### src/rtl/ccce_pkg.sv
// constants and types shared by the clear/complement/compare execution block
// assumes a single 10 MHz core clock and a plain strobe register port
package ccce_pkg;

    // clock rate of clk_sys in hertz
    localparam int unsigned CLK_HZ = 10_000_000;

    // instruction cycle phases, one clock each
    typedef enum logic [1:0] {
        PH_Q1 = 2'b00, // decode
        PH_Q2 = 2'b01, // operand read
        PH_Q3 = 2'b10, // execute
        PH_Q4 = 2'b11  // write back
    } ccce_phase_t;

    // decoded operations of this group
    typedef enum logic [2:0] {
        OP_NONE = 3'b000, // forced no-operation or reset value
        OP_CLEAR_FILE = 3'b001, // clear_file_op
        OP_WATCHDOG_CLEAR = 3'b010, // watchdog_clear_op
        OP_COMPLEMENT = 3'b011, // complement_file_op
        OP_CMP_EQUAL = 3'b100, // compare_skip_equal_op
        OP_CMP_GREATER = 3'b101, // compare_skip_greater_op
        OP_OUTSIDE = 3'b110 // instruction of another group
    } ccce_op_t;

    // opcode patterns
    localparam logic [6:0] CLEAR_FILE_TOP7 = 7'h14; // 0010_100s
    localparam logic [6:0] COMPLEMENT_TOP7 = 7'h09; // 0001_001d
    localparam logic [7:0] CMP_EQUAL_TOP8 = 8'h31; // 0011_0001
    localparam logic [7:0] CMP_GREATER_TOP8 = 8'h32; // 0011_0010
    localparam logic [15:0] WATCHDOG_CLEAR_WORD = 16'h0004;
    localparam int unsigned SEL_BIT_POS = 8; // s or d bit of the word

    // register port offsets
    localparam logic [3:0] REG_WORK_OFS = 4'h0;
    localparam logic [3:0] REG_STATUS_OFS = 4'h1;
    localparam logic [3:0] REG_LAST_OFS = 4'h2;
    localparam logic [3:0] REG_CTRL_OFS = 4'h3;

    // status field positions
    localparam int unsigned ST_ZERO_POS = 0;
    localparam int unsigned ST_TIMEOUT_POS = 1;
    localparam int unsigned ST_POWERDOWN_POS = 2;
    // control field positions
    localparam int unsigned CTRL_RUN_POS = 0;
    // last-op field positions
    localparam int unsigned LAST_SKIP_POS = 3;

    // values after reset
    localparam logic [7:0] WORK_RST = 8'h00;
    localparam logic [7:0] CTRL_RST = 8'h01;
    localparam logic ZERO_RST = 1'b0;
    localparam logic TIMEOUT_N_RST = 1'b1;
    localparam logic POWERDOWN_N_RST = 1'b1;
    localparam logic [7:0] ZERO_BYTE = 8'h00;

endpackage

### src/rtl/ccce_exec.sv
// decode and execute of the clear, watchdog clear, complement and compare group
// assumes fetch holds instrWord stable through Q1 and data memory answers a
// read strobe with data in the following clock
`timescale 1ns/10ps

// What this block does
// RULE1: clear file, s=0 also clears working register
// RULE2: fixed watchdog clear word, one cycle
// RULE3: watchdog clear resets count, sets both flags
// RULE4: complement file, only zero flag updated
// RULE5: complement destination bit picks working or file
// RULE6: decode compare-equal opcode, no flag change
// RULE7: equal compare skips next on match
// RULE8: decode compare-greater opcode, no flag change
// RULE9: greater compare skips when file larger
// RULE10: skip forces nop, compare takes two cycles
// RULE11: unsigned subtraction only decides skip
// RULE12: decode, read, execute, write over phases
module ccce_exec #(
    parameter int unsigned DATA_W = 8,
    parameter int unsigned ADDR_W = 8
) (
    input wire logic clk_sys,
    input wire logic nrst,
    // fetch side
    input wire logic [15:0] instrWord,
    // data memory side
    input wire logic [DATA_W-1:0] dataRdata,
    output logic [ADDR_W-1:0] dataAddr,
    output logic dataRdEn,
    output logic dataWrEn,
    output logic [DATA_W-1:0] dataWdata,
    // core state
    output logic [DATA_W-1:0] workingReg,
    output logic zeroFlag,
    output logic timeoutFlagN,
    output logic powerdownFlagN,
    output logic watchdogClear,
    output logic skipNext,
    output ccce_pkg::ccce_phase_t phase,
    // register port
    input wire logic [3:0] regAddr,
    input wire logic [7:0] regWdata,
    input wire logic regWrite,
    input wire logic regRead,
    output logic [7:0] regRdata
);
    import ccce_pkg::*;

    // ------------------------------------------------------------ decode
    // classify one instruction word
    function automatic ccce_op_t decodeOp(input logic [15:0] w);
        ccce_op_t op;
        op = OP_OUTSIDE;
        if (w == WATCHDOG_CLEAR_WORD) begin
            op = OP_WATCHDOG_CLEAR;
        end else if (w[15:9] == CLEAR_FILE_TOP7) begin
            op = OP_CLEAR_FILE;
        end else if (w[15:9] == COMPLEMENT_TOP7) begin
            op = OP_COMPLEMENT;
        end else if (w[15:8] == CMP_EQUAL_TOP8) begin
            op = OP_CMP_EQUAL;
        end else if (w[15:8] == CMP_GREATER_TOP8) begin
            op = OP_CMP_GREATER;
        end
        return op;
    endfunction

    // ------------------------------------------------------------ state
    ccce_phase_t phaseNow; // phase from the sequencer
    logic cycleStart; // high in Q1
    ccce_op_t op_ff; // operation of this cycle
    ccce_op_t nxt_op;
    logic [ADDR_W-1:0] addr_ff; // file address of this cycle
    logic selBit_ff; // s or d bit
    logic skip_ff; // next instruction to be discarded
    logic nxt_skip;
    logic rdEn_ff; // read strobe
    logic wrEn_ff; // write strobe
    logic [DATA_W-1:0] wdata_ff; // write data
    logic [DATA_W-1:0] work_ff; // working register
    logic [DATA_W-1:0] nxt_work;
    logic zero_ff; // zero flag
    logic nxt_zero;
    logic timeoutN_ff; // timeout flag, active low
    logic nxt_timeoutN;
    logic powerdownN_ff; // power-down flag, active low
    logic nxt_powerdownN;
    logic wdClr_ff; // watchdog clear pulse
    logic [7:0] ctrl_ff; // control register
    logic [7:0] rdata_ff; // register read data
    logic [3:0] last_ff; // last executed op and skip
    logic [DATA_W-1:0] result_ff; // execute result held for Q4
    logic destWork_ff; // result goes to working register

    // sequencer instance
    ccce_phase_gen u_phase (
        .clk_sys(clk_sys),
        .nrst(nrst),
        .phase(phaseNow),
        .cycleStart(cycleStart)
    );

    // ------------------------------------------------------------ decode wires
    logic runEnable; // control run bit
    ccce_op_t decoded; // op seen on the fetch word
    assign runEnable = ctrl_ff[CTRL_RUN_POS];
    assign decoded = decodeOp(instrWord);
    // discarded slot or stopped core becomes a forced nop
    assign nxt_op = (skip_ff || !runEnable) ? OP_NONE : decoded; // RULE10

    // phase strobes
    // exactly one of them is high in any clock
    logic inQ1;
    logic inQ2;
    logic inQ3;
    logic inQ4;
    assign inQ1 = cycleStart;
    assign inQ2 = (phaseNow == PH_Q2);
    assign inQ3 = (phaseNow == PH_Q3);
    assign inQ4 = (phaseNow == PH_Q4);

    // ------------------------------------------------------------ execute wires
    logic isClear;
    logic isWdClr;
    logic isComp;
    logic isCmpEq;
    logic isCmpGt;
    logic isCompare;
    logic needsRead;
    assign isClear = (op_ff == OP_CLEAR_FILE);
    assign isWdClr = (op_ff == OP_WATCHDOG_CLEAR);
    assign isComp = (op_ff == OP_COMPLEMENT);
    assign isCmpEq = (op_ff == OP_CMP_EQUAL);
    assign isCmpGt = (op_ff == OP_CMP_GREATER);
    assign isCompare = isCmpEq || isCmpGt;
    // file read in Q2 for every op with a file operand
    assign needsRead = isClear || isComp || isCompare;

    // unsigned difference, file minus working register
    // never stored, and no status flag ever sees it
    logic [DATA_W:0] diff;
    logic cmpEqual;
    logic cmpGreater;
    assign diff = {1'b0, dataRdata} - {1'b0, work_ff}; // RULE11
    assign cmpEqual = (diff == '0); // RULE11
    // no borrow and nonzero means file is larger
    assign cmpGreater = !diff[DATA_W] && !cmpEqual; // RULE11

    // skip decision taken in Q3
    // a skipped slot decodes as nop, so it can never skip again
    logic takeSkip;
    assign takeSkip = (isCmpEq && cmpEqual) || (isCmpGt && cmpGreater); // RULE7 RULE9

    // complement value and its zero test
    logic [DATA_W-1:0] compValue;
    assign compValue = ~dataRdata; // RULE4

    // execute result, zero for the clear op
    logic [DATA_W-1:0] execValue;
    assign execValue = isComp ? compValue : '0; // RULE1

    // destinations
    logic toWork;
    logic toFile;
    // clear: file always, working register when s is 0
    // complement: d picks one of the two
    assign toWork = (isClear && !selBit_ff) || (isComp && !selBit_ff); // RULE1 RULE5
    assign toFile = isClear || (isComp && selBit_ff); // RULE1 RULE5

    // ------------------------------------------------------------ register port decode
    logic hitWork;
    logic hitStatus;
    logic hitLast;
    logic hitCtrl;
    assign hitWork = (regAddr == REG_WORK_OFS);
    assign hitStatus = (regAddr == REG_STATUS_OFS);
    assign hitLast = (regAddr == REG_LAST_OFS);
    assign hitCtrl = (regAddr == REG_CTRL_OFS);

    logic swWork;
    logic swStatus;
    logic swCtrl;
    assign swWork = regWrite && hitWork;
    assign swStatus = regWrite && hitStatus;
    assign swCtrl = regWrite && hitCtrl;

    // status byte as seen by software
    logic [7:0] statusByte;
    assign statusByte = {5'b0_0000, powerdownN_ff, timeoutN_ff, zero_ff};

    // read mux, unmapped offsets read zero
    // offset 2 is read only: no write strobe decodes it
    logic [7:0] rdMux;
    assign rdMux = hitWork ? 8'(work_ff) :
                   hitStatus ? statusByte :
                   hitLast ? {4'h0, last_ff} :
                   hitCtrl ? ctrl_ff : 8'h00;

    // ------------------------------------------------------------ next state
    // instruction writes win over a software write in the same clock
    // so a Q4 result is never lost to a register port write
    assign nxt_work = (inQ4 && destWork_ff) ? result_ff :
                      swWork ? DATA_W'(regWdata) : work_ff; // RULE12

    // zero flag follows complement result only
    assign nxt_zero = (inQ3 && isComp) ? (compValue == '0) : // RULE4
                      swStatus ? regWdata[ST_ZERO_POS] : zero_ff;

    // both low-active flags forced high by watchdog clear
    assign nxt_timeoutN = (inQ3 && isWdClr) ? 1'b1 : // RULE3
                          swStatus ? regWdata[ST_TIMEOUT_POS] : timeoutN_ff;
    assign nxt_powerdownN = (inQ3 && isWdClr) ? 1'b1 : // RULE3
                            swStatus ? regWdata[ST_POWERDOWN_POS] : powerdownN_ff;

    // skip is armed in Q3 and consumed at the next Q1
    assign nxt_skip = (inQ3 && takeSkip) ? 1'b1 : // RULE10
                      inQ1 ? 1'b0 : skip_ff;

    // ------------------------------------------------------------ Q1 decode
    // latch operation, address and select bit
    // fetch must hold the word until the edge that ends Q1
    always_ff @(posedge clk_sys) begin
        if (!nrst) begin
            op_ff <= OP_NONE;
            addr_ff <= '0;
            selBit_ff <= 1'b0;
        end else if (inQ1) begin
            op_ff <= nxt_op; // RULE2 RULE6 RULE8 RULE12
            addr_ff <= instrWord[ADDR_W-1:0]; // RULE6 RULE8
            selBit_ff <= instrWord[SEL_BIT_POS];
        end
    end

    // ------------------------------------------------------------ Q2 operand read
    // read strobe stands for the whole of Q2, data captured by Q3
    // watchdog clear and outside opcodes leave data memory alone
    always_ff @(posedge clk_sys) begin
        if (!nrst) begin
            rdEn_ff <= 1'b0;
        end else begin
            rdEn_ff <= inQ1 && (nxt_op != OP_NONE) && (nxt_op != OP_OUTSIDE) &&
                       (nxt_op != OP_WATCHDOG_CLEAR); // RULE12
        end
    end

    // ------------------------------------------------------------ Q3 execute
    // hold result and destinations for the write phase
    always_ff @(posedge clk_sys) begin
        if (!nrst) begin
            result_ff <= '0;
            destWork_ff <= 1'b0;
        end else if (inQ3) begin
            result_ff <= execValue;
            destWork_ff <= toWork && needsRead;
        end
    end

    // ------------------------------------------------------------ Q4 write
    // write strobe and data stand for the whole of Q4
    // write data hold afterwards, so a slow memory sees a steady word
    always_ff @(posedge clk_sys) begin
        if (!nrst) begin
            wrEn_ff <= 1'b0;
            wdata_ff <= '0;
        end else begin
            wrEn_ff <= inQ3 && toFile; // RULE1 RULE5 RULE12
            wdata_ff <= inQ3 ? execValue : wdata_ff;
        end
    end

    // ------------------------------------------------------------ watchdog clear
    // one-clock pulse in Q4, resets count and postscaler outside
    // the two low-active flags were already set at the end of Q3
    always_ff @(posedge clk_sys) begin
        if (!nrst) begin
            wdClr_ff <= 1'b0;
        end else begin
            wdClr_ff <= inQ3 && isWdClr; // RULE2 RULE3
        end
    end

    // ------------------------------------------------------------ core state
    // working register, status flags and skip marker
    // reset drops a pending skip, so no slot is lost after it
    always_ff @(posedge clk_sys) begin
        if (!nrst) begin
            work_ff <= DATA_W'(WORK_RST);
            zero_ff <= ZERO_RST;
            timeoutN_ff <= TIMEOUT_N_RST;
            powerdownN_ff <= POWERDOWN_N_RST;
            skip_ff <= 1'b0;
        end else begin
            work_ff <= nxt_work;
            zero_ff <= nxt_zero;
            timeoutN_ff <= nxt_timeoutN;
            powerdownN_ff <= nxt_powerdownN;
            skip_ff <= nxt_skip;
        end
    end

    // ------------------------------------------------------------ last op record
    // op code in low bits, skip taken above it
    // software reads back what Q3 decided, a taken skip included
    always_ff @(posedge clk_sys) begin
        if (!nrst) begin
            last_ff <= 4'h0;
        end else if (inQ3) begin
            last_ff <= {takeSkip, op_ff};
        end
    end

    // ------------------------------------------------------------ register port
    // control register write
    // bit 0 gates execution; upper bits are kept for software only
    always_ff @(posedge clk_sys) begin
        if (!nrst) begin
            ctrl_ff <= CTRL_RST;
        end else if (swCtrl) begin
            ctrl_ff <= regWdata;
        end
    end

    // read data valid in the clock after the read strobe only
    // zero outside the answer cycle keeps a shared read bus quiet
    always_ff @(posedge clk_sys) begin
        if (!nrst) begin
            rdata_ff <= 8'h00;
        end else begin
            rdata_ff <= regRead ? rdMux : 8'h00;
        end
    end

    // ------------------------------------------------------------ outputs
    assign dataAddr = addr_ff;
    assign dataRdEn = rdEn_ff;
    assign dataWrEn = wrEn_ff;
    assign dataWdata = wdata_ff;
    assign workingReg = work_ff;
    assign zeroFlag = zero_ff;
    assign timeoutFlagN = timeoutN_ff;
    assign powerdownFlagN = powerdownN_ff;
    assign watchdogClear = wdClr_ff;
    assign skipNext = skip_ff;
    assign phase = phaseNow;
    assign regRdata = rdata_ff;

endmodule

### src/rtl/ccce_phase_gen.sv
// four-phase instruction cycle sequencer
// assumes every clk_sys edge advances one phase
`timescale 1ns/10ps
module ccce_phase_gen (
    input wire logic clk_sys,
    input wire logic nrst,
    output ccce_pkg::ccce_phase_t phase,
    output logic cycleStart
);
    import ccce_pkg::*;

    ccce_phase_t phase_ff; // current phase
    ccce_phase_t nxt_phase; // following phase

    // wrap Q4 back to Q1
    assign nxt_phase = ccce_phase_t'(phase_ff + 2'b01);
    assign phase = phase_ff;
    // high during the decode phase
    assign cycleStart = (phase_ff == PH_Q1);

    // phase counter
    always_ff @(posedge clk_sys) begin
        if (!nrst) begin
            phase_ff <= PH_Q1;
        end else begin
            phase_ff <= nxt_phase;
        end
    end

endmodule

### config.mk
export PLATFORM = sky130hd
export DESIGN_NAME = ccce_exec
export DESIGN_NICKNAME = d
export VERILOG_FILES = /design/src/rtl/ccce_pkg.sv /design/src/rtl/ccce_exec.sv /design/src/rtl/ccce_phase_gen.sv
export SDC_FILE = /design/constraint.sdc
export NUM_CORES = 1
export LEC_CHECK = 0
export ABC_AREA = 0
export ABC_CLOCK_PERIOD_IN_PS = 3500
export BUFFER_PORTS_ARGS = -buffer_cell sky130_fd_sc_hd__buf_4
export CAP_MARGIN = 20
export CORE_UTILIZATION = 40
export DETAILED_ROUTE_END_ITERATION = 16
export HOLD_SLACK_MARGIN = 0.05
export PLACE_DENSITY = 0.66
export SLEW_MARGIN = 20
export SYNTH_ARGS = -nofsm -noshare
export SYNTH_HDL_FRONTEND = slang
export SYNTH_SLANG_ARGS = --single-unit
### constraint.sdc
create_clock -name clk_sys -period 3.5 [get_ports clk_sys]
set_input_delay 0.525 -clock clk_sys [delete_from_list [all_inputs] [get_ports clk_sys]]
set_output_delay 0.525 -clock clk_sys [all_outputs]
set_load 0.1 [all_outputs]
== Word-level counts from Yosys, hierarchy flattened ==
Cells that the tools add are included.

* Output and inout bits: 41
* Memories kept: 0
* Latch bits: 0
* Register bits: 58
* Word-level logic and storage cells: 94
* Bits of input ports: 40
* RAM bits: 0
* ROM bits: 0

* Reduce and logical (&&, ||, !) cells: 39
* Muxes and demuxes: 17
* Bitwise operators: 2
* Order comparisons: 0
* Div/mod/pow operators: 0
* Multipliers: 0
* Shift operators: 0
* Eq/ne operators: 17
* $add $sub $neg: 2

{| class="wikitable"
|+ Operators by type and width
! operator !! number
|-
| 8-bit two-way mux || 7
|-
| 1-bit logical AND || 18
|-
| 16-bit by 3-bit == test with 1-bit output, second input constant || 1
|-
| 8-bit by 6-bit == test with 1-bit output, second input constant || 2
|-
| 3-bit two-way mux || 4
|-
| 9-bit zero test || 1
|-
| 8-bit by 8-bit subtractor with 9-bit output || 1
|-
| 4-bit by 2-bit == test with 1-bit output, second input constant || 2
|-
| 8-bit zero test || 1
|-
| 8-bit inverter || 1
|-
| 7-bit by 4-bit == test with 1-bit output, second input constant || 1
|-
| 7-bit by 5-bit == test with 1-bit output, second input constant || 1
|-
| 1-bit logical OR || 7
|-
| 3-bit by 2-bit == test with 1-bit output, second input constant || 2
|-
| 3-bit == test, second input constant || 2
|-
| 2-bit nonzero test || 3
|-
| 2-bit == test, second input constant || 2
|-
| 4-bit by 1-bit == test with 1-bit output, second input constant || 1
|-
| 1-bit zero test || 4
|-
| 4-bit zero test || 1
|-
| 1-bit two-way mux || 4
|-
| 2-bit two-way mux || 2
|-
| 3-bit by 1-bit == test with 1-bit output, second input constant || 1
|-
| 3-bit by 2-bit != test with 1-bit output, second input constant || 1
|-
| other kinds (7) || 7
|}

== Longest topological paths before layout ==
Gate-level depths: netlist (run 1).

* Depth in word-level cells: 11
* Mapped depth: 9
* Gate-level depth less buffers: 8

== Cells and area by module ==
From an unflattened synthesis (run 1), not the netlist that was laid out.

* Cells, all modules: 321
* Area, all modules: 2736.4 µm²

{| class="wikitable"
|+ Modules (own cells, without submodules)
! module !! cells each !! instances !! area each (µm²) !! sequential area each (µm²)
|-
| ccce_exec || 314 || 1 || 2656.3 || 1121.1
|-
| ccce_phase_gen || 7 || 1 || 80.1 || 40.0
|}

== Least setup slack after synthesis (run 1) ==
OpenSTA, ideal clock, no wires.

* Path kind: register -> register
* Start point: register work_ff[2] (netlist: workingReg[2])
* End point: register skip_ff (netlist: skipNext)
* Slack: 0.966 ns
* Setup time: 0.115 ns
* Stages on the path, launching flop included: 9
* Path buffers: 0
* Clock period less this slack: 2.534 ns
* Data arrival time: 2.419 ns
* Required time: 3.385 ns
* Cell sequence: dfxtp_1 > inv_1 > ha_1 > a21oi_1 > nand4b_1 > a211oi_1 > o221ai_1 > mux2i_1 > a21o_2

* Cells in the longest elaborated chain, start to end: 8
* Elaborated cells on any way between the ends: 11
* Those cells by class: add/sub (1); mux (1); reduce/logical (9)

{| class="wikitable"
|+ RTL lines
! what !! RTL line !! RTL
|-
| from (decl) || ccce_exec.sv:81 || <nowiki>logic [DATA_W-1:0] work_ff;</nowiki>
|-
| from (signal assigned) || ccce_exec.sv:288 || <nowiki>work_ff <= DATA_W'(WORK_RST);</nowiki>
|-
| from (signal assigned) || ccce_exec.sv:294 || <nowiki>work_ff <= nxt_work;</nowiki>
|-
| 8-bit by 8-bit subtractor with 9-bit output * || ccce_exec.sv:145 || <nowiki>assign diff = {1'b0, dataRdata} - {1'b0, work_ff};</nowiki>
|-
| 9-bit zero test || ccce_exec.sv:146 || <nowiki>assign cmpEqual = (diff == '0);</nowiki>
|-
| 1-bit zero test || ccce_exec.sv:148 || <nowiki>assign cmpGreater = !diff[DATA_W] && !cmpEqual;</nowiki>
|-
| 1-bit logical AND || ccce_exec.sv:148 ||
|-
| 1-bit logical AND || ccce_exec.sv:153 || <nowiki>assign takeSkip = (isCmpEq && cmpEqual) || (isCmpGt && cmpGreater);</nowiki>
|-
| 1-bit logical OR * || ccce_exec.sv:153 ||
|-
| 1-bit logical AND * || ccce_exec.sv:217 || <nowiki>assign nxt_skip = (inQ3 && takeSkip) ? 1'b1 :</nowiki>
|-
| 1-bit two-way mux or 2-bit nonzero test (tied branches) || n/a ||
|-
| to (signal assigned) || ccce_exec.sv:298 || <nowiki>skip_ff <= nxt_skip;</nowiki>
|-
| to (decl) || ccce_exec.sv:76 || <nowiki>logic skip_ff;</nowiki>
|}

Mark *: on every way between the ends. The rest lies on a longest branch, timed or not.
A chain may end at the register's enable or synchronous reset.

== Worst setup path after layout (run 1) ==
Same ends and word-level chain as after synthesis.

==> metrics.cfg, run 1 <==
[synthesis]
synth_seq_cells = 58
synth-edff-count = 0
synth_area_leaders = dfxtp_1 42%, mux2i_1 8.7%, nor2b_1 8.1%
synthesis.nets = 351
yosysWarnings = 0
synth_top_area_share_pct = 42.0
synth.most_common_cell = dfxtp_1
synth_cells = 300
seq_area_frac_synth_pct = 42.0
syn_area_um2 = 2770
yosys.area.top_type = dfxtp_1
synth_common_cells = 58 x dfxtp_1, 36 x nor2b_1, 24 x mux2i_1, 24 x nand2_1, 22 x nor2_1
ys_types = 45
async_flop_share_pct = 0
syn_avg_cell_area_um2 = 9.22
dominantRegCellSynth = dfxtp_1

[worst_hold_path]
hold_class = in2reg
min_from = regWdata[0]

[floorplan]
die_w_um = 85.2
placement_rows = 29
die_h_um = 85.2
dieArea_um2 = 7250
initial_utilization_pct = 42.6
io-pin-count = 81
fp.coreArea_um2 = 6490

[placed_design]
dp_hpwl_mm = 5.08
io_buffers = 80
gp_congestion = 0.846
dpl.cell_count = 444
dpl-instance-area_um2 = 3390

[clock_network]
cts_tree = yes
cts_resized = 0
root_buffer = clkbuf_8
ctsHoldBuffers = 0
clock_latency_ps = 340
clk_pin_slew_worst_paths_ps = 70
cts_setup_buffers = 0
htree_num_levels = 3
cts_inserted_buffers = 9
clock_sinks = 58
clock_path_buffers = 2

[critical_path]
startpoint_type = register
path_max_fanout = 4
critPathKind = reg2reg
cpLargestDelayFamily = compound AO/OA/AOI/OAI gates
worst-path-buf-inv = 1
regToRegStartpoint = workingReg[2]
cp-startpoint = workingReg[2]
slowest_delay_ps = 400
ff2ff_setup_slack_ps = 1400
arrival_ps = 2340
crit_path_cell_trace = inv_1, ha_1, a21oi_1, nand4b_1, a211oi_1, o221ai_1, mux2i_1, a21o_2
cp_slowest_cell = dfxtp_1
critPathCaptureType = register
crit_required_ps = 3740

[timing]
tightestPinTransition_ps = 688
whs_ps = 436
drv_slew = 0
clock.fmax_mhz = 477
rsz0062_at_grt = false
fin_crit_ps = 2100
setup_viol = 0
hold_viol = 0
setup_tns_ps = 0
max_slew_margin_pct = 54.1
min_period_over_period_pct = 59.9
skew_ps = 8.63

[cells_and_area]
n_fill_cell = 618
drive_gt1_share_pct = 26.4
areaGrowthSynthToFinish_pct = 29.7
nNetsFinal = 429
final_util_pct = 55.2
design_area_um2 = 3590
diodes = 0
stdcell_count = 460

[drt]
viasPerCell = 5.30
firstDrtPassIters = 4
drtIter0Drc = 92
wire_per_inst_um = 15.1
ant_nets = 0
drc = 0
detail_route.wirelength_mm = 6.94
num_vias = 2437

[run_status]
status = completed

[power]
power_frac_comb_pct = 17.9
power_switching_w = 0.000487
seq_power_share_pct = 43.5
p_leak_nw = 1.60
powerDensity_nw_per_um2 = 445
ir_drop_mv = 0.269
p_int_w = 0.00111
clockPowerShare_pct = 38.5
swShare_pct = 30.5

[grt]
overflow = 0
grt_pass1_vias = 2384
grt_util_all_layers_pct = 19.8
grt_pass1_wl_mm = 11.1
grt_max_degree = 49
antenna_found_initial = 0

[run]
cap_viol_max_count = 0

layout make-up:
type / count / area, µm² / share of cell area (%)
clock buffer: 10 / 128 / 3.56
clock inverter: 6 / 66.3 / 1.85
inverter: 13 / 48.8 / 1.36
tap: 77 / 96.3 / 2.69
sequential: 58 / 1160 / 32.4
multi-input combinational: 216 / 1490 / 41.4
timing repair buffer: 80 / 601 / 16.7
worst reg2reg max path: stages (launching register included):
cell	delay [ps]
dfxtp_1	400
inv_1	90
ha_1	330
a21oi_1	260
nand4b_1	140
a211oi_1	260
o221ai_1	170
mux2i_1	170
a21o_2	190
flip-flops by register name, summed over array words and instances, names as in the netlist, 2 cells and up:
name           cells
dataWdata          8
op_ff              3
ctrl_ff            8
workingReg         8
dataAddr           8
last_ff            4
u_phase.phase      2
regRdata           8
power groups by stage:
stage                     Sequential [W]  Clock [W]  Combinational, W
after global routing            0.000698   0.000654          0.000305
after floorplan                 0.000803          0          0.000106
after detailed placement        0.000710          0          0.000286
final                           0.000695   0.000616          0.000286
after global placement          0.000710          0          0.000283
after CTS                       0.000695   0.000623          0.000287
stage by stage:
| stage | setup WS (ps) | power [W] |
|---|---|---|
| final | 1400 | 0.00160 |
| after global routing | 1160 | 0.00166 |
| after global placement | 1310 | 0.000993 |
| after CTS | 1390 | 0.00161 |
| after detailed placement | 1250 | 0.000996 |
| after floorplan | 966 | 0.000909 |
cells by family (layout without fill, tap and decap cells):
group / count (synthesis) / count (layout) / synth area share [%]
AND/OR/NAND/NOR: 123 / 123 / 23.3
flip-flops: 58 / 58 / 42.0
AO/OA/AOI/OAI: 50 / 50 / 12.7
multiplexers: 28 / 28 / 11.5
buffers and inverters: 26 / 109 / 4.30
adder cells (fa/ha/maj): 11 / 11 / 4.98
XOR/XNOR: 4 / 4 / 1.27
cell usage in the layout, fill, tap and decap left out, types with 4 or more instances in the layout:
cell      count
a21oi_1      15
a22oi_1       4
buf_4        80
clkbuf_8      9
dfxtp_1      58
ha_1         11
inv_1        12
mux2i_1      24
nand2_1      24
nand3_1      18
nor2_1       22
nor2b_1      36
o211a_1       8
o211ai_1      4
o21ai_0       5
final timing paths:
path | cells past startpoint | endpoint
worst max register to register | 8 | skipNext
worst min register to register | 2 | last_ff[1]
worst max-delay path | 8 | skipNext
worst min-delay path | 3 | ctrl_ff[0]
layer usage:
layer	global-route usage, %	share of wire, %
met3	5.64	5.6
met2	32.9	47
met4	8.63	2.0
met5	0	0
met1	23.9	46
No activity file was read; power rests on OpenSTA's default activity.
==> run 2, diff against run 1 <==
- ABC_CLOCK_PERIOD_IN_PS: 3500 -> 1900
- PLACE_DENSITY: 0.66 -> 0.69
- clock period: 3.5 -> 1.9 ns (I/O delays scaled with it)
==> run 2 against run 1 <==
Effect of this change: the run now ends with negative setup slack left; clock-buffer cell count up 1; clock skew down 2.3 ps; sequential cell count unchanged; global-route usage up 1.1 points; total power up 93%; non-clock buffer count up 13; design area up 6.0%; cell count up 2.8%; register-to-register slack worse by 1400 ps; worst setup slack worse by 1400 ps; sequential power up 84%; worst hold slack worse by 230 ps.
==> metrics.cfg, run 2 (synthesis results as in run 1) <==
[placed_design]
dp_hpwl_mm = 5.59  ; was 5.08 mm
io_buffers = 80  ; unchanged
gp_congestion = 0.933  ; was 0.846
dpl.cell_count = 456  ; was 444

[drt]
ant_nets = 0  ; unchanged
num_vias = 2530  ; was 2437
drtIter0Drc = 132  ; was 92
wire_per_inst_um = 15.4  ; was 15.1 µm
firstDrtPassIters = 4  ; unchanged
viasPerCell = 5.35  ; was 5.30
drc = 0  ; unchanged
detail_route.wirelength_mm = 7.30  ; was 6.94 mm

[critical_path]
crit_path_cell_trace = inv_1, ha_1, a211oi_1, o21ai_0, nor2_1, o221ai_2, mux2i_2, a31o_1  ; was inv_1, ha_1, a21oi_1, nand4b_1, a211oi_1, o221ai_1, mux2i_1, a21o_2
startpoint_type = register  ; unchanged
slowest_delay_ps = 370  ; was 400 ps
crit_required_ps = 2120  ; was 3740 ps
critPathCaptureType = register  ; unchanged
arrival_ps = 2130  ; was 2340 ps
critPathKind = reg2reg  ; unchanged
path_max_fanout = 5  ; was 4
cp_slowest_cell = dfxtp_4  ; was dfxtp_1

[power]
seq_power_share_pct = 41.3  ; was 43.5%
p_leak_nw = 1.69  ; was 1.60 nW
clockPowerShare_pct = 40.5  ; was 38.5%
swShare_pct = 28.1  ; was 30.5%
powerDensity_nw_per_um2 = 813  ; was 445 nW/µm²
power_switching_w = 0.000867  ; was 0.000487 W
p_int_w = 0.00222  ; was 0.00111 W
ir_drop_mv = 0.461  ; was 0.269 mV
power_frac_comb_pct = 18.2  ; was 17.9%

[clock_network]
clk_pin_slew_worst_paths_ps = 70  ; about the same
cts_tree = yes  ; unchanged
ctsHoldBuffers = 0  ; unchanged
clock_latency_ps = 330  ; was 340 ps
root_buffer = clkbuf_8  ; unchanged
clock_sinks = 58  ; unchanged
clock_path_buffers = 2  ; unchanged
cts_inserted_buffers = 9  ; unchanged
htree_num_levels = 3  ; unchanged

[cells_and_area]
stdcell_count = 473  ; was 460
drive_gt1_share_pct = 33.8  ; was 26.4%
n_fill_cell = 568  ; was 618
mostFrequentLayoutCells = 93 x buf_4, 48 x dfxtp_1, 36 x nor2b_1  ; was 80 x buf_4, 58 x dfxtp_1, 36 x nor2b_1
areaGrowthSynthToFinish_pct = 37.4  ; was 29.7%
multi_input_area_um2 = 1550  ; was 1490 µm²
diodes = 0  ; unchanged
nNetsFinal = 442  ; was 429
layout_commonest_cell = buf_4  ; unchanged
final-seq-area_um2 = 1190  ; was 1160 µm²

[floorplan]
die_h_um = 85.2  ; unchanged
io-pin-count = 81  ; unchanged
fp.coreArea_um2 = 6490  ; unchanged
initial_utilization_pct = 42.6  ; unchanged
dieArea_um2 = 7250  ; unchanged
placement_rows = 29  ; unchanged
die_w_um = 85.2  ; unchanged

[grt]
antenna_found_initial = 0  ; unchanged
grt_pass1_wl_mm = 11.8  ; was 11.1 mm
overflow = 0  ; unchanged
grt_pass1_vias = 2467  ; was 2384
grt_util_all_layers_pct = 20.9  ; was 19.8%
grt_max_degree = 29  ; was 49

[worst_hold_path]
hold_class = in2reg  ; unchanged

[timing]
whs_ps = 204  ; was 436 ps
fin_crit_ps = 1910  ; was 2100 ps
min_period_over_period_pct = 100  ; was 59.9%
tightestPinTransition_ps = 473  ; was 688 ps
worst_slack_ps = -9.16  ; was 1400 ps
hold_viol = 0  ; unchanged
clock.fmax_mhz = 524  ; was 477 MHz
drv_slew = 0  ; unchanged
skew_ps = 6.30  ; was 8.63 ps
rsz0062_at_grt = true  ; was false
max_slew_margin_pct = 68.4  ; was 54.1%
setup_viol = 2  ; was 0

[run]
cap_viol_max_count = 0  ; unchanged

[run_status]
status = finished, violations left  ; was completed
violations = negative setup slack

## run 2: changes by cell type in the layout (fill, tap and decap cells not counted), moves of 2 or more
cell / previous run / this run
a21oi_1: 15 / 13
a21oi_2: 0 / 2
buf_4: 80 / 93
clkinvlp_4: 3 / 0
dfxtp_1: 58 / 48
dfxtp_2: 0 / 2
dfxtp_4: 0 / 8
ha_1: 11 / 9
ha_4: 0 / 2
inv_1: 12 / 10
inv_2: 0 / 2
## run 2: path summary, 6_finish.rpt
check,start,endpoint,slack (ps),cells after the start
max,workingReg[6],last_ff[3],-9,8
min,regWdata[2],powerdownFlagN,200,3
max reg2reg,workingReg[6],last_ff[3],-9,8
min reg2reg,u_phase.phase[0],u_phase.phase[0],440,1
## run 2: through the flow
| step | TNS, ps | total power, W | setup slack (ps) | util [%] | cell area, µm² |
|---|---|---|---|---|---|
| 2_1_floorplan | -136 | 0.00168 | -69.1 | - | 2850 |
| 3_5_place_dp | -28.8 | 0.00186 | -20.5 | 54.9 | 3570 |
| 6_report | -16.1 | 0.00309 | -9.16 | 58.5 | 3800 |
| 3_3_place_gp | 0 | 0.00185 | 73.8 | 54.9 | 3570 |
| 4_1_cts | 0 | 0.00311 | 21.2 | 58.3 | 3780 |
| 5_1_grt | -206 | 0.00322 | -104 | 58.5 | 3800 |
## run 2: critical path: cells and delay by family, from the launching register on
kind / cells / cell delay (ps)
compound gates: 4 / 720
fa+ha+maj: 1 / 340
buf+inv: 1 / 50
flops: 1 / 370
mux: 1 / 170
simple gates: 1 / 150
## run 2: power groups by stage
stage / clock network [W] / logic [W] / registers (W)
4_1_cts: 0.00127 / 0.000560 / 0.00128
6_report: 0.00125 / 0.000562 / 0.00128
5_1_grt: 0.00134 / 0.000598 / 0.00128
3_3_place_gp: 0 / 0.000550 / 0.00130
2_1_floorplan: 0 / 0.000207 / 0.00147
3_5_place_dp: 0 / 0.000558 / 0.00130
## run 2: final cells by class
| class | instances | share of cell area, % |
|---|---|---|
| sequential | 58 | 31.4 |
| inverter | 13 | 1.28 |
| tap | 77 | 2.53 |
| timing repair buffer | 93 | 18.4 |
| clock inverter | 5 | 2.04 |
| clock buffer | 11 | 3.72 |
| multi-input combinational | 216 | 40.7 |
## run 2: per-layer routing
| layer | wire length [µm] | vias to the layer above | share of wire [%] | track usage (%) |
|---|---|---|---|---|
| met5 | 0 | - | 0 | 0 |
| met3 | 453 | 14 | 6.2 | 4.67 |
| li1 | - | 1238 | - | - |
| met4 | 146 | 0 | 2.0 | 8.01 |
| met2 | 3470 | 92 | 48 | 35.4 |
| met1 | 3230 | 1186 | 44 | 25.9 |
## run 2: repair_timing
| item | CTS | global route |
|---|---|---|
| gates resized for setup | 0 | 2 |
| buffers inserted | 0 | 1 |
| pin swaps | 1 | 0 |
| endpoints found under the hold margin | 0 | 0 |
| setup endpoints to repair | 1 | 2 |
==> run 3, diff against run 2 <==
- CORE_UTILIZATION: 40 -> 29
- PLACE_DENSITY: 0.69 -> 0.54
==> run 3 against run 2 <==
Effect of this change: the run now ends clean; sequential power barely moved; sequential cell count did not move; utilization fell by 16 points; clock power rose by 12%; clock skew rose by 5.8 ps; worst setup slack improved by 33 ps; critical path type unchanged; register-to-register slack improved by 30 ps; combinational power barely moved.
==> metrics.cfg, run 3 (synthesis results as in run 1) <==
[critical_path]
regToRegStartpoint = workingReg[2]  ; was workingReg[6]
critPathKind = reg2reg  ; unchanged
r2r_cells = 8  ; unchanged
arrival_ps = 2100  ; was 2130 ps
ff2ff_setup_slack_ps = 20  ; was -9 ps
r2r_end = last_ff[3]  ; unchanged
path_max_fanout = 4  ; was 5
critPathCaptureType = register  ; unchanged
crit_required_ps = 2120  ; about the same
startpoint_type = register  ; unchanged

[placed_design]
dp_hpwl_mm = 5.96  ; was 5.59 mm
io_buffers = 80  ; unchanged
gp_congestion = 0.873  ; was 0.933
dpl.cell_count = 508  ; was 456

[floorplan]
die_w_um = 99.7  ; was 85.2 µm
dieArea_um2 = 9930  ; was 7250 µm²
io-pin-count = 81  ; unchanged
fp.coreArea_um2 = 9240  ; was 6490 µm²
die_h_um = 99.7  ; was 85.2 µm
placement_rows = 35  ; was 29
initial_utilization_pct = 29.9  ; was 42.6%

[cells_and_area]
stdcell_count = 524  ; was 473
diodes = 0  ; unchanged
layout_commonest_cell = buf_4  ; unchanged
areaGrowthSynthToFinish_pct = 40.7  ; was 37.4%
final_util_pct = 42.1  ; was 58.5%
mostFrequentLayoutCells = 92 x buf_4, 48 x dfxtp_1, 36 x nor2b_1  ; was 93 x buf_4, 48 x dfxtp_1, 36 x nor2b_1
n_fill_cell = 930  ; was 568
nNetsFinal = 441  ; was 442
drive_gt1_share_pct = 33.7  ; was 33.8%

[drt]
num_vias = 2474  ; was 2530
wire_per_inst_um = 14.6  ; was 15.4 µm
viasPerCell = 4.72  ; was 5.35
drtIter0Drc = 62  ; was 132
firstDrtPassIters = 4  ; unchanged
drc = 0  ; unchanged
ant_nets = 0  ; unchanged
detail_route.wirelength_mm = 7.65  ; was 7.30 mm

[grt]
grt_pass1_wl_mm = 12.3  ; was 11.8 mm
overflow = 0  ; unchanged
grt_max_degree = 26  ; was 29
grt_pass1_vias = 2392  ; was 2467
grt_util_all_layers_pct = 16.1  ; was 20.9%
antenna_found_initial = 0  ; unchanged

[worst_hold_path]
min_delay_worst_endpoint = timeoutFlagN  ; was powerdownFlagN
min_delay_path_depth = 3  ; unchanged
hold_class = in2reg  ; unchanged
min_from = regWdata[1]  ; was regWdata[2]

[clock_network]
root_buffer = clkbuf_8  ; unchanged
clock_sinks = 58  ; unchanged
cts_resized = 0  ; unchanged
clock_path_buffers = 2  ; unchanged
ctsHoldBuffers = 0  ; unchanged
cts_inserted_buffers = 9  ; unchanged
clk_pin_slew_worst_paths_ps = 70  ; about the same
htree_num_levels = 3  ; unchanged
cts_setup_buffers = 0  ; unchanged
clock_latency_ps = 340  ; was 330 ps
cts_tree = yes  ; unchanged

[power]
p_total_w = 0.00324  ; was 0.00309 W
powerDensity_nw_per_um2 = 832  ; was 813 nW/µm²
ir_drop_mv = 0.557  ; was 0.461 mV
p_leak_nw = 1.70  ; was 1.69 nW

[timing]
max_slew_margin_pct = 67.4  ; was 68.4%
fin_crit_ps = 1880  ; was 1910 ps
skew_ps = 12.1  ; was 6.30 ps
clock.fmax_mhz = 533  ; was 524 MHz
min_period_over_period_pct = 98.7  ; was 100%
tightestPinTransition_ps = 488  ; was 473 ps
drv_slew = 0  ; unchanged
setup_viol = 0  ; was 2
rsz0062_at_grt = true  ; unchanged
hold_viol = 0  ; unchanged

[run_status]
status = completed  ; was finished, violations left

[run]
cap_viol_max_count = 0  ; unchanged

==> run 3: final cells by class <==
class / instances / area (µm²) / area share [%]
Multi-Input combinational cell: 216 / 1550 / 39.9
Sequential cell: 58 / 1190 / 30.7
Timing Repair Buffer: 92 / 691 / 17.7
Tap cell: 129 / 161 / 4.15
Clock buffer: 12 / 145 / 3.73
Clock inverter: 4 / 98.8 / 2.54
Inverter: 13 / 48.8 / 1.25
==> run 3: power by group <==
part | internal [W] | total, W | switching, W
sequential | 0.00125 | 0.00128 | 0.0000291
clock | 0.000911 | 0.00140 | 0.000493
combinational | 0.000206 | 0.000560 | 0.000354
==> run 3: per-stage QoR <==
stage          hold WS (ps)  cell area (µm²)  setup TNS, ps  worst slack [ps]
5_1_grt                 191             3890           -155             -82.4
2_1_floorplan           409             2850           -136             -69.1
4_1_cts                 185             3870              0              22.4
6_report                194             3890              0              24.1
3_3_place_gp            420             3630              0              68.3
3_5_place_dp            419             3630              0              15.7
==> run 3: worst max-delay path, cell delays in order, from the launching register on <==
cell and delay, ps:
dfxtp_4 380, inv_2 50, ha_4 270, nand3b_1 120, a21o_1 230, a211oi_2 230, o221ai_2 130, mux2i_1 150
a31o_1 190
==> run 3: metal layers <==
layer  GRT usage (%)  routed length, µm  vias up  part of all wire [%]
met5               0                  0        -                     0
met4            5.32                104        0                   1.4
met3            5.20                448       10                   5.9
met2            26.9               3590       76                    47
met1            19.5               3510     1147                    46
li1                -                  -     1241                     -
==> run 3: worst max-delay path by stage <==
stage | startpoint | endpoint | slack (ps) | cells after the start
floorplan | workingReg[2] | skipNext | -70 | 8
global placement | dataRdata[1] | last_ff[3] | 70 | 8
detailed placement | dataRdata[5] | skipNext | 20 | 8
CTS | workingReg[2] | last_ff[3] | 20 | 8
global route | workingReg[2] | last_ff[3] | -80 | 8
finish | workingReg[2] | last_ff[3] | 20 | 8
